==> config.mk <==
export PLATFORM = sky130hd
export DESIGN_NAME = overfill_interlock_controller
export DESIGN_NICKNAME = d
export VERILOG_FILES = /design/src/overfill_pkg.sv /design/src/check_tick.sv /design/src/scheme_detect.sv /design/src/overfill_interlock_controller.sv
export VERILOG_INCLUDE_DIRS = /design/src
export SDC_FILE = /design/constraint.sdc
export NUM_CORES = 1
export LEC_CHECK = 0
export ABC_CLOCK_PERIOD_IN_PS = 2200
export BUFFER_PORTS_ARGS = -buffer_cell sky130_fd_sc_hd__buf_2
export CAP_MARGIN = 20
export CORE_MARGIN = 2
export CORE_UTILIZATION = 46
export CTS_CLUSTER_SIZE = 12
export DETAILED_ROUTE_END_ITERATION = 12
export GPL_TIMING_DRIVEN = 0
export MAX_ROUTING_LAYER = met4
export PLACE_DENSITY_LB_ADDON = 0.15
export SETUP_SLACK_MARGIN = 0.05
export SLEW_MARGIN = 20
export SYNTH_ARGS = -nofsm -noshare
export SYNTH_HDL_FRONTEND = slang
export SYNTH_HIERARCHICAL = 1
export SYNTH_SLANG_ARGS = --single-unit
==> constraint.sdc <==
create_clock -name clk -period 2.2 [get_ports clk]
set_clock_uncertainty 0.15 [all_clocks]
set_input_delay 0.11 -clock clk [delete_from_list [all_inputs] [get_ports clk]]
set_output_delay 0.11 -clock clk [all_outputs]
set_load 0.01 [all_outputs]
==> src/overfill_cfg.svh <==
// timing counts and channel counts for the overfill interlock controller
`ifndef OVERFILL_CFG_SVH
`define OVERFILL_CFG_SVH
`define CLK_HZ            20000000
`define CH_TWO_WIRE       8
`define CH_FIVE_WIRE      12
`define CH_MAX            12
// self-check cycle, well below the 450 ms controller limit
`define CHECK_MS          1
`define CHECK_CYCLES      (`CLK_HZ / 1000 * `CHECK_MS)
`define CTRL_LIMIT_MS     450
`define SYS_LIMIT_MS      700
`define CTRL_LIMIT_CYCLES (`CLK_HZ / 1000 * `CTRL_LIMIT_MS)
// bond resistance limit in ohms, measured code compared directly
`define BOND_MAX_OHM      10000
`define OHM_W             16
`endif

==> src/overfill_pkg.sv <==
// types shared by the overfill interlock controller
package overfill_pkg;
  typedef enum logic [1:0] {SCHEME_NONE, SCHEME_TWO, SCHEME_FIVE} scheme_e;
  // per-channel front-end view of the plug
  typedef struct packed {
    logic [11:0] present;
    logic [11:0] wet;
    logic [11:0] fault;
  } sense_s;
  typedef struct packed {
    logic        red;
    logic        green;
    logic        bond_ok;
    logic [11:0] wet_id;
  } lamps_s;
endpackage

==> src/check_tick.sv <==
// self-check cycle divider
`timescale 1ns/10ps
`include "overfill_cfg.svh"
module check_tick (
  input  wire logic clk,
  input  wire logic reset,
  output logic      tick
);
  logic [31:0] count;
  logic [31:0] next_count;
  logic        next_tick;

  // count down one self-check period, pulse at the end
  always_comb begin
    next_tick  = 1'b0;
    next_count = count - 32'h1;
    if (count == 32'h0) begin
      next_count = 32'(`CHECK_CYCLES - 1);
      next_tick  = 1'b1;
    end
  end

  always_ff @(posedge clk) begin
    if (reset) begin
      count <= 32'(`CHECK_CYCLES - 1);
      tick  <= 1'b0;
    end else begin
      count <= next_count;
      tick  <= next_tick;
    end
  end
endmodule

==> src/scheme_detect.sv <==
// two-wire / five-wire scheme recognition
`timescale 1ns/10ps
module scheme_detect (
  input  wire logic                  clk,
  input  wire logic                  reset,
  input  wire logic                  tick,
  input  wire logic                  two_seen,
  input  wire logic                  five_seen,
  output overfill_pkg::scheme_e      scheme,
  output logic                       clash
);
  overfill_pkg::scheme_e next_scheme;
  logic                  next_clash;

  // re-decided each self-check; both signatures at once is a fault
  always_comb begin
    next_scheme = scheme;
    next_clash  = clash;
    if (tick) begin
      next_clash = two_seen & five_seen;
      if (two_seen && !five_seen) begin
        next_scheme = overfill_pkg::SCHEME_TWO;
      end else if (five_seen && !two_seen) begin
        next_scheme = overfill_pkg::SCHEME_FIVE;
      end else begin
        next_scheme = overfill_pkg::SCHEME_NONE;
      end
    end
  end

  always_ff @(posedge clk) begin
    if (reset) begin
      scheme <= overfill_pkg::SCHEME_NONE;
      clash  <= 1'b0;
    end else begin
      scheme <= next_scheme;
      clash  <= next_clash;
    end
  end
endmodule

==> src/overfill_interlock_controller.sv <==
// overfill interlock controller top: sensor evaluation, bond watch, output
`timescale 1ns/10ps
`include "overfill_cfg.svh"
module overfill_interlock_controller (
  input  wire logic                    clk,
  input  wire logic                    reset,
  input  wire overfill_pkg::sense_s    sense,
  input  wire logic                    two_seen,
  input  wire logic                    five_seen,
  input  wire logic                    bond_fault,
  input  wire logic [`OHM_W-1:0]       bond_ohm,
  input  wire logic                    self_fault,
  output logic                         permit,
  output overfill_pkg::lamps_s         lamps,
  output overfill_pkg::scheme_e        scheme_seen
);
  // ----------------------------------------------------------------
  // self-check timing and scheme
  // ----------------------------------------------------------------
  logic                  tick;
  logic                  clash;
  overfill_pkg::scheme_e scheme;

  check_tick u_tick (
    .clk   (clk),
    .reset (reset),
    .tick  (tick)
  );

  scheme_detect u_scheme (
    .clk       (clk),
    .reset     (reset),
    .tick      (tick),
    .two_seen  (two_seen),
    .five_seen (five_seen),
    .scheme    (scheme),
    .clash     (clash)
  );

  // channel mask for the detected scheme, used by both evaluation and lamps
  function automatic logic [11:0] active_mask(input overfill_pkg::scheme_e s);
    logic [11:0] m;
    m = 12'h000;
    case (s)
      overfill_pkg::SCHEME_TWO:  m = 12'h0FF;
      overfill_pkg::SCHEME_FIVE: m = 12'hFFF;
      default:                   m = 12'h000;
    endcase
    return m;
  endfunction

  // ----------------------------------------------------------------
  // per-channel evaluation
  // ----------------------------------------------------------------
  logic [11:0] mask;
  logic [11:0] chan_bad;
  logic [11:0] chan_wet;
  assign mask = active_mask(scheme);

  // two-wire always watches all eight; a missing channel means no dummy
  genvar g;
  generate
    for (g = 0; g < `CH_MAX; g = g + 1) begin : g_ch
      assign chan_wet[g] = mask[g] & sense.wet[g];
      assign chan_bad[g] = mask[g] & (sense.wet[g] | sense.fault[g]
                                      | ~sense.present[g]);
    end
  endgenerate

  // ----------------------------------------------------------------
  // trip decision and output
  // ----------------------------------------------------------------
  logic        bond_bad;
  logic        any_bad;
  logic        dry_ok;
  logic        next_permit;
  logic [11:0] next_wet_id;
  logic        next_bond_ok;

  // bond watched every cycle, not only at self-check
  assign bond_bad = bond_fault | (bond_ohm > `OHM_W'(`BOND_MAX_OHM));
  assign any_bad  = (|chan_bad) | bond_bad | self_fault | clash
                    | (scheme == overfill_pkg::SCHEME_NONE);

  // dry thermistors simply stay bad until warm; no timeout is imposed
  logic dry_stable;
  logic next_dry_stable;

  // a trip acts on the very next edge; permission is only granted at a
  // self-check after a whole clean cycle, so a flicker cannot enable loading
  always_comb begin
    dry_ok          = ~any_bad;
    next_dry_stable = dry_stable;
    next_permit     = permit;
    if (!dry_ok) begin
      next_dry_stable = 1'b0;
      next_permit     = 1'b0;
    end else if (tick) begin
      next_permit     = dry_stable;
      next_dry_stable = 1'b1;
    end
    next_wet_id  = chan_wet;
    next_bond_ok = ~bond_bad;
  end

  // reset and power-up clear to non-permissive; contact is normally open
  always_ff @(posedge clk) begin
    if (reset) begin
      permit     <= 1'b0;
      dry_stable <= 1'b0;
      // red lit from reset on, so the lamps never disagree with the output
      lamps      <= '{red: 1'b1, green: 1'b0, bond_ok: 1'b0, wet_id: 12'h000};
      scheme_seen <= overfill_pkg::SCHEME_NONE;
    end else begin
      dry_stable  <= next_dry_stable;
      permit      <= next_permit;
      lamps.red   <= ~next_permit;
      lamps.green <= next_permit;
      lamps.bond_ok <= next_bond_ok;
      lamps.wet_id  <= next_wet_id;
      scheme_seen <= scheme;
    end
  end
endmodule

## Word level (Yosys, flattened, before mapping)

Cells that the tools add are included.

| operators by class | value |
|---|---|
| add/subtract/negate cells | 1 |
| reduce and logical (&&, ||, !) cells | 9 |
| bitwise operators | 68 |
| equality and inequality tests | 2 |
| muxes and demuxes | 6 |
| $lt $le $gt $ge | 1 |

Operators by type and width:

| kind | count |
|---|---|
| $logic_not A32 Y1 | 1 |
| $sub A32 B1 Y32 const B | 1 |
| $or A1 B1 Y1 | 29 |
| $and A1 B1 Y1 | 25 |
| $pmux W12 S2 | 1 |
| $gt A16 B14 Y1 const B | 1 |
| $not A1 Y1 | 14 |
| $reduce_or A12 Y1 | 1 |
| $mux W2 | 2 |
| $reduce_or A2 Y1 | 2 |
| $mux W1 | 3 |
| $eq A2 B1 Y1 const B | 1 |
| $eq A2 B2 Y1 const B | 1 |
| $logic_and A1 B1 Y1 | 2 |
| $logic_not A1 Y1 | 2 |
| $logic_not A2 Y1 | 1 |

| storage, ports and cells | value |
|---|---|
| word-level logic and storage cells | 97 |
| output and inout bits | 18 |
| input port bits | 58 |
| flip-flop bits (word level) | 54 |

## Logic depth before layout (Yosys ltp)

| logic depth | value |
|---|---|
| word-level depth | 10 |
| mapped depth | 9 |
| mapped depth without buffers | 6 |

## Modules after synthesis

The synthesis kept the hierarchy.

Modules (own cells, without submodules):

| module | area an instance (µm²) | sequential area each (µm²) | cells an instance | instances |
|---|---|---|---|---|
| check_tick | 1609.0 | 660.6 | 176 | 1 |
| overfill_interlock_controller | 737.0 | 360.3 | 70 | 1 |
| scheme_detect | 113.9 | 60.1 | 12 | 1 |

## Worst setup path after synthesis

No wires, ideal clock.

| path | value |
|---|---|
| path kind | reg2reg |
| start | reg u_tick.count[0] |
| end | reg u_tick.count[20] |
| path buffers | 3 |
| setup time | 125 ps |
| arrival time | 1825 ps |
| required time | 1925 ps |
| stages on the path, launching flop included | 10 |
| slack | 100 ps |
| period minus slack after synthesis | 2100 ps |
| cells stage by stage | dfxtp_1 -> inv_1 -> ha_1 -> nor4b_1 -> and4_1 -> buf_2 -> a31o_2 -> buf_4 -> buf_6 -> a21oi_1 |

| on the way | value |
|---|---|
| cells in the longest elaborated chain, start to end | 2 |
| elaborated cells between the ends (all ways) | 3 |
| those cells by class | add/sub: 1; reduce/logical: 2 |

RTL lines:

| what | line | RTL |
|---|---|---|
| start: declaration | check_tick.sv:9 | `logic [31:0] count;` |
| start signal: assignment | check_tick.sv:25 | `` count <= 32'(`CHECK_CYCLES - 1); `` |
| start signal: assignment | check_tick.sv:28 | `count <= next_count;` |
| parallel branches: the longest is 2 deep, another holds $sub A32 B1 Y32 | - |  |

Several ways; the timed one is not identified.
A chain may end at the register's enable or synchronous reset.

## Worst setup path in the final report

| path | value |
|---|---|
| start | reg u_tick.count[20] |
| end | reg u_tick.count[20] |

Same word-level chain as after synthesis.

==> run metrics <==
remaining global-route overflow 0; Die X a little under 80 um; cell with the most instances on the worst path buf_6; startpoint of the worst hold path sense[10]; reported net switching power 0.000384 W; clock slew at reported path FFs approximately 100 ps; portion of total power attributed to the clock network 37.7%; final standard cell area without fillers roughly 3400 sq um; met1 track demand over resource in global routing 22.7%; CTS tree done; fraction of layout instances using a drive strength above 1 roughly a third; endpoint of the worst register-to-register path u_tick/count[20]$_SDFF_PP0_; wire per inst 12.8 um; met2 capacity usage during global routing between 30% and 40%; number of buffer and inverter stages on the critical path 2; final worst-path cycle share between 90% and 100%; Cell Rows 26; ordered list of cells on the worst path or4_4, nor4_4, a31o_2, buf_6, buf_6, a21oi_1; antenna violations before repair 0; Worst setup SP type flop; Post-synth ARST share 0%; min-delay worst type primary input to flop; maximum number of pins on one net before global-route repair 18; part of the power in combinational logic under 10%; number of buffers on the longest clock path 2; post-synthesis sequential element count 54; antenna-violating nets left 0; Detailed Route Iter0 Violations 95; Buffers on Ports 75; source of the worst register-to-register timing path u_tick/count[20]$_SDFF_PP0_; worst vdd ir between 0.0003 and 0.0004 V; Critical Path RT around 2300 ps; count of cells along the worst register-to-register path 6; delay of the slowest cell on the worst path 560 ps; min cycle time layout 2090 ps; clock latency on the worst-skew pair about 300 ps; Top delay family on crit path simple AND/OR/NAND/NOR gates; Remaining DRCs 0; Total Nets Final 430; capture endpoint of the worst hold path lamps[14]$_SDFF_PP1_; number of different library cells in the post-synthesis netlist 50; total iterations of the first detailed-routing run 4; Max Slew Vio Count 0; final count of hold timing violations 0; highest-utilization routing layer at the global route stage met2; cell area after placement 2920 sq um; signed area change from the synthesized netlist to the final layout 37.0%; post-detailed-routing wire length ~5600 um; transition time at the pin with the least slew margin about 470 ps; Root Buffer Master clkbuf_8; Post-synth EDFFs 0; global-route met3 utilization between 2 and 3%; area occupied by multi-input gates about 1400 sq um; vias approximately 2300; die outline area just under 6000 sq um; summed instance area of the synthesized netlist 2460 sq um; count of boundary I/O pins 76; core area roughly 5000 sq um; total of max-cap violations 0; number of instances in the synthesized netlist roughly 260; library cell contributing the largest single delay on the critical path or4_4; P_int roughly 0.0014 W; Critical Path AT ~2100 ps; DR vias/cell roughly 5.3; Synthesized Nets 319; number of inserted filler cells in the final layout approximately 440; WHS Path Cells 5; Antenna diodes 0; Max-slew headroom between 60% and 70%; unrepaired setup endpoints after global routing true; HPWL reported at the end of detailed placement between 3000 and 4000 um; mean post-synth cell area roughly 9.5 sq um; switching power share of the total a little over a fifth; power density over the cells roughly 530 nW/um^2; count of synthesis-stage warnings from yosys 6; path type of the worst setup path flop to flop; number of CTS-inserted buffers 5; Total Power Consumption around 0.0018 W; status completed; overall global routing resource usage about a fifth; post-synthesis sequential area ratio between 40% and 50%; Sequential cell area ~1100 sq um; post-layout utilization of the core about 66%; crit path max fanout 10; effective utilization at floorplan 47.9%; minimum setup slack among reg-to-reg paths about 110 ps; top flip-flop cell by instance count after synthesis dfxtp_1; wire length of the first global-routing pass 9420 um; setup total negative slack 0 ps; timing-limited maximum frequency about 480 MHz; final estimated routing congestion in global placement 0.754; vertical die dimension approximately 77 um; Worst setup EP type flop; final worst hold slack roughly 27 ps; leakage power summed over all cells roughly 1.4 nW; via count of the first global-routing pass 2155; H-tree levels 2; clock sink count between 50 and 60; Finish-stage setup viols 0; sequential share of power a little under three fifths
[sequential cells by signal, summed over array words and instances (netlist names)]
name             cells
u_scheme/scheme      2
u_tick/count        32
scheme_seen          2
lamps               15
u_tick/tick          1
dry_stable           1
u_scheme/clash       1
[layout by cell type (no fill, tap or decap), types with 2 or more instances in the layout]
| master | instances |
|---|---|
| or4_4 | 2 |
| or3_1 | 5 |
| and2_1 | 13 |
| or2_2 | 2 |
| buf_6 | 2 |
| o21a_1 | 3 |
| nor2b_1 | 5 |
| dfxtp_2 | 2 |
| xnor2_1 | 5 |
| nand4_1 | 10 |
| nor4_1 | 8 |
| dlygate4sd3_1 | 22 |
| nand3b_1 | 2 |
| nand2_1 | 13 |
| o21ai_0 | 3 |
| clkbuf_8 | 5 |
| xor2_1 | 7 |
| clkinvlp_4 | 2 |
| a21oi_1 | 16 |
| inv_1 | 4 |
| nor3_4 | 2 |
| buf_4 | 8 |
| nor4_4 | 3 |
| dfxtp_1 | 52 |
| buf_2 | 79 |
| nand3_1 | 9 |
| nor3_1 | 8 |
| nor4b_1 | 2 |
| and4_1 | 2 |
| o31ai_1 | 11 |
| or4_1 | 10 |
| ha_1 | 2 |
| nor4_2 | 2 |
| nor2_1 | 16 |
| nand2b_1 | 7 |
| nor4bb_1 | 5 |
[what timing repair did]
| action | CTS | global route |
|---|---|---|
| endpoints found under the hold margin | 21 | 0 |
| cloned | 0 | 0 |
| hold buffers | 22 | 0 |
| setup endpoints to repair | 32 | 15 |
| pin swaps | 1 | 2 |
| buffers inserted | 2 | 5 |
| gates resized for setup | 5 | 7 |
[worst reg2reg max path, cell delays in order (launching register included)]
cell and delay, ps:
dfxtp_1 370, or4_4 560, nor4_4 340, a31o_2 220, buf_6 140, buf_6 150, a21oi_1 40
[cells by family (layout without fill, tap and decap cells)]
kind of cell,after synthesis,count (layout),share of synthesized area (%)
flops,54,54,43.9
compound gates,43,43,11.9
mux,2,2,0.915
xor+xnor,12,12,4.27
simple gates,133,133,34.9
fa+ha+maj,3,3,1.53
buf+inv,11,123,2.49
[power by group through the flow]
stage                     Sequential, W  Combinational (W)  Clock [W]
after floorplan                 0.00101          0.0000320          0
after global placement          0.00101          0.0000913          0
after detailed placement        0.00101          0.0000939          0
after CTS                      0.000987           0.000119   0.000689
after global routing           0.000990           0.000134   0.000722
final                          0.000988           0.000121   0.000672
[worst max-delay path by stage]
stage	from	end	depth (start not counted)
finish	u_tick/count[20]$_SDFF_PP0_	u_tick/count[20]$_SDFF_PP0_	6
floorplan	u_tick/count[0]$_SDFF_PP1_	u_tick/count[20]$_SDFF_PP0_	9
detailed placement	u_tick/count[0]$_SDFF_PP1_	u_tick/count[21]$_SDFF_PP0_	9
CTS	u_tick/count[22]$_SDFF_PP0_	u_tick/count[5]$_SDFF_PP0_	6
global route	u_tick/count[1]$_SDFF_PP1_	u_tick/count[30]$_SDFF_PP0_	7
global placement	u_tick/count[0]$_SDFF_PP1_	u_tick/count[19]$_SDFF_PP0_	5
[final cells by class]
type | count | area share (%)
clock buffers | 5 | 2.04
repair buffers | 104 | 19.2
flip-flops and latches | 54 | 32.2
well taps | 70 | 2.60
multi-input cells | 193 | 40.7
clock inverters | 3 | 1.34
plain buffers | 7 | 1.49
inverters | 4 | 0.446
[cells in the mapped netlist, drive strengths merged, types with 2 or more instances]
cell    count  share of area [%]
nand2      13                2.0
nand3b      2               0.61
o21a        3               0.92
nor2       16                2.4
mux2        2               0.92
o31ai      11                3.4
a21oi      17                3.6
nor4b       3                1.1
nand3      10                2.2
nor4       13                5.0
buf         7                1.9
or4        12                3.8
nand2b      7                1.8
or3         6                1.6
nor2b       5                1.3
xor2        7                2.5
inv         4               0.61
xnor2       5                1.8
and4        2               0.71
o21ai       3               0.61
and2       13                3.3
nor3       10                2.2
nor4bb      5                2.0
ha          3                1.5
dfxtp      54                 44
nand4      11                3.4
or2         3               0.76
[stage by stage]
stage	setup slack, ps	instances
after global placement	-174	403
after detailed placement	-168	403
after CTS	73.0	435
final	113	440
after global routing	4.39	440
after floorplan	100	258
[per-layer routing]
| metal | vias to the layer above | wire (um) | part of all wire, % |
|---|---|---|---|
| met5 | - | 0 | 0 |
| met3 | 4 | 191 | 3.4 |
| li1 | 1185 | - | - |
| met1 | 1074 | 2460 | 44 |
| met2 | 49 | 2940 | 52 |
| met4 | 0 | 35 | 0.62 |
Note: power is estimated with default switching activity, not from simulation.
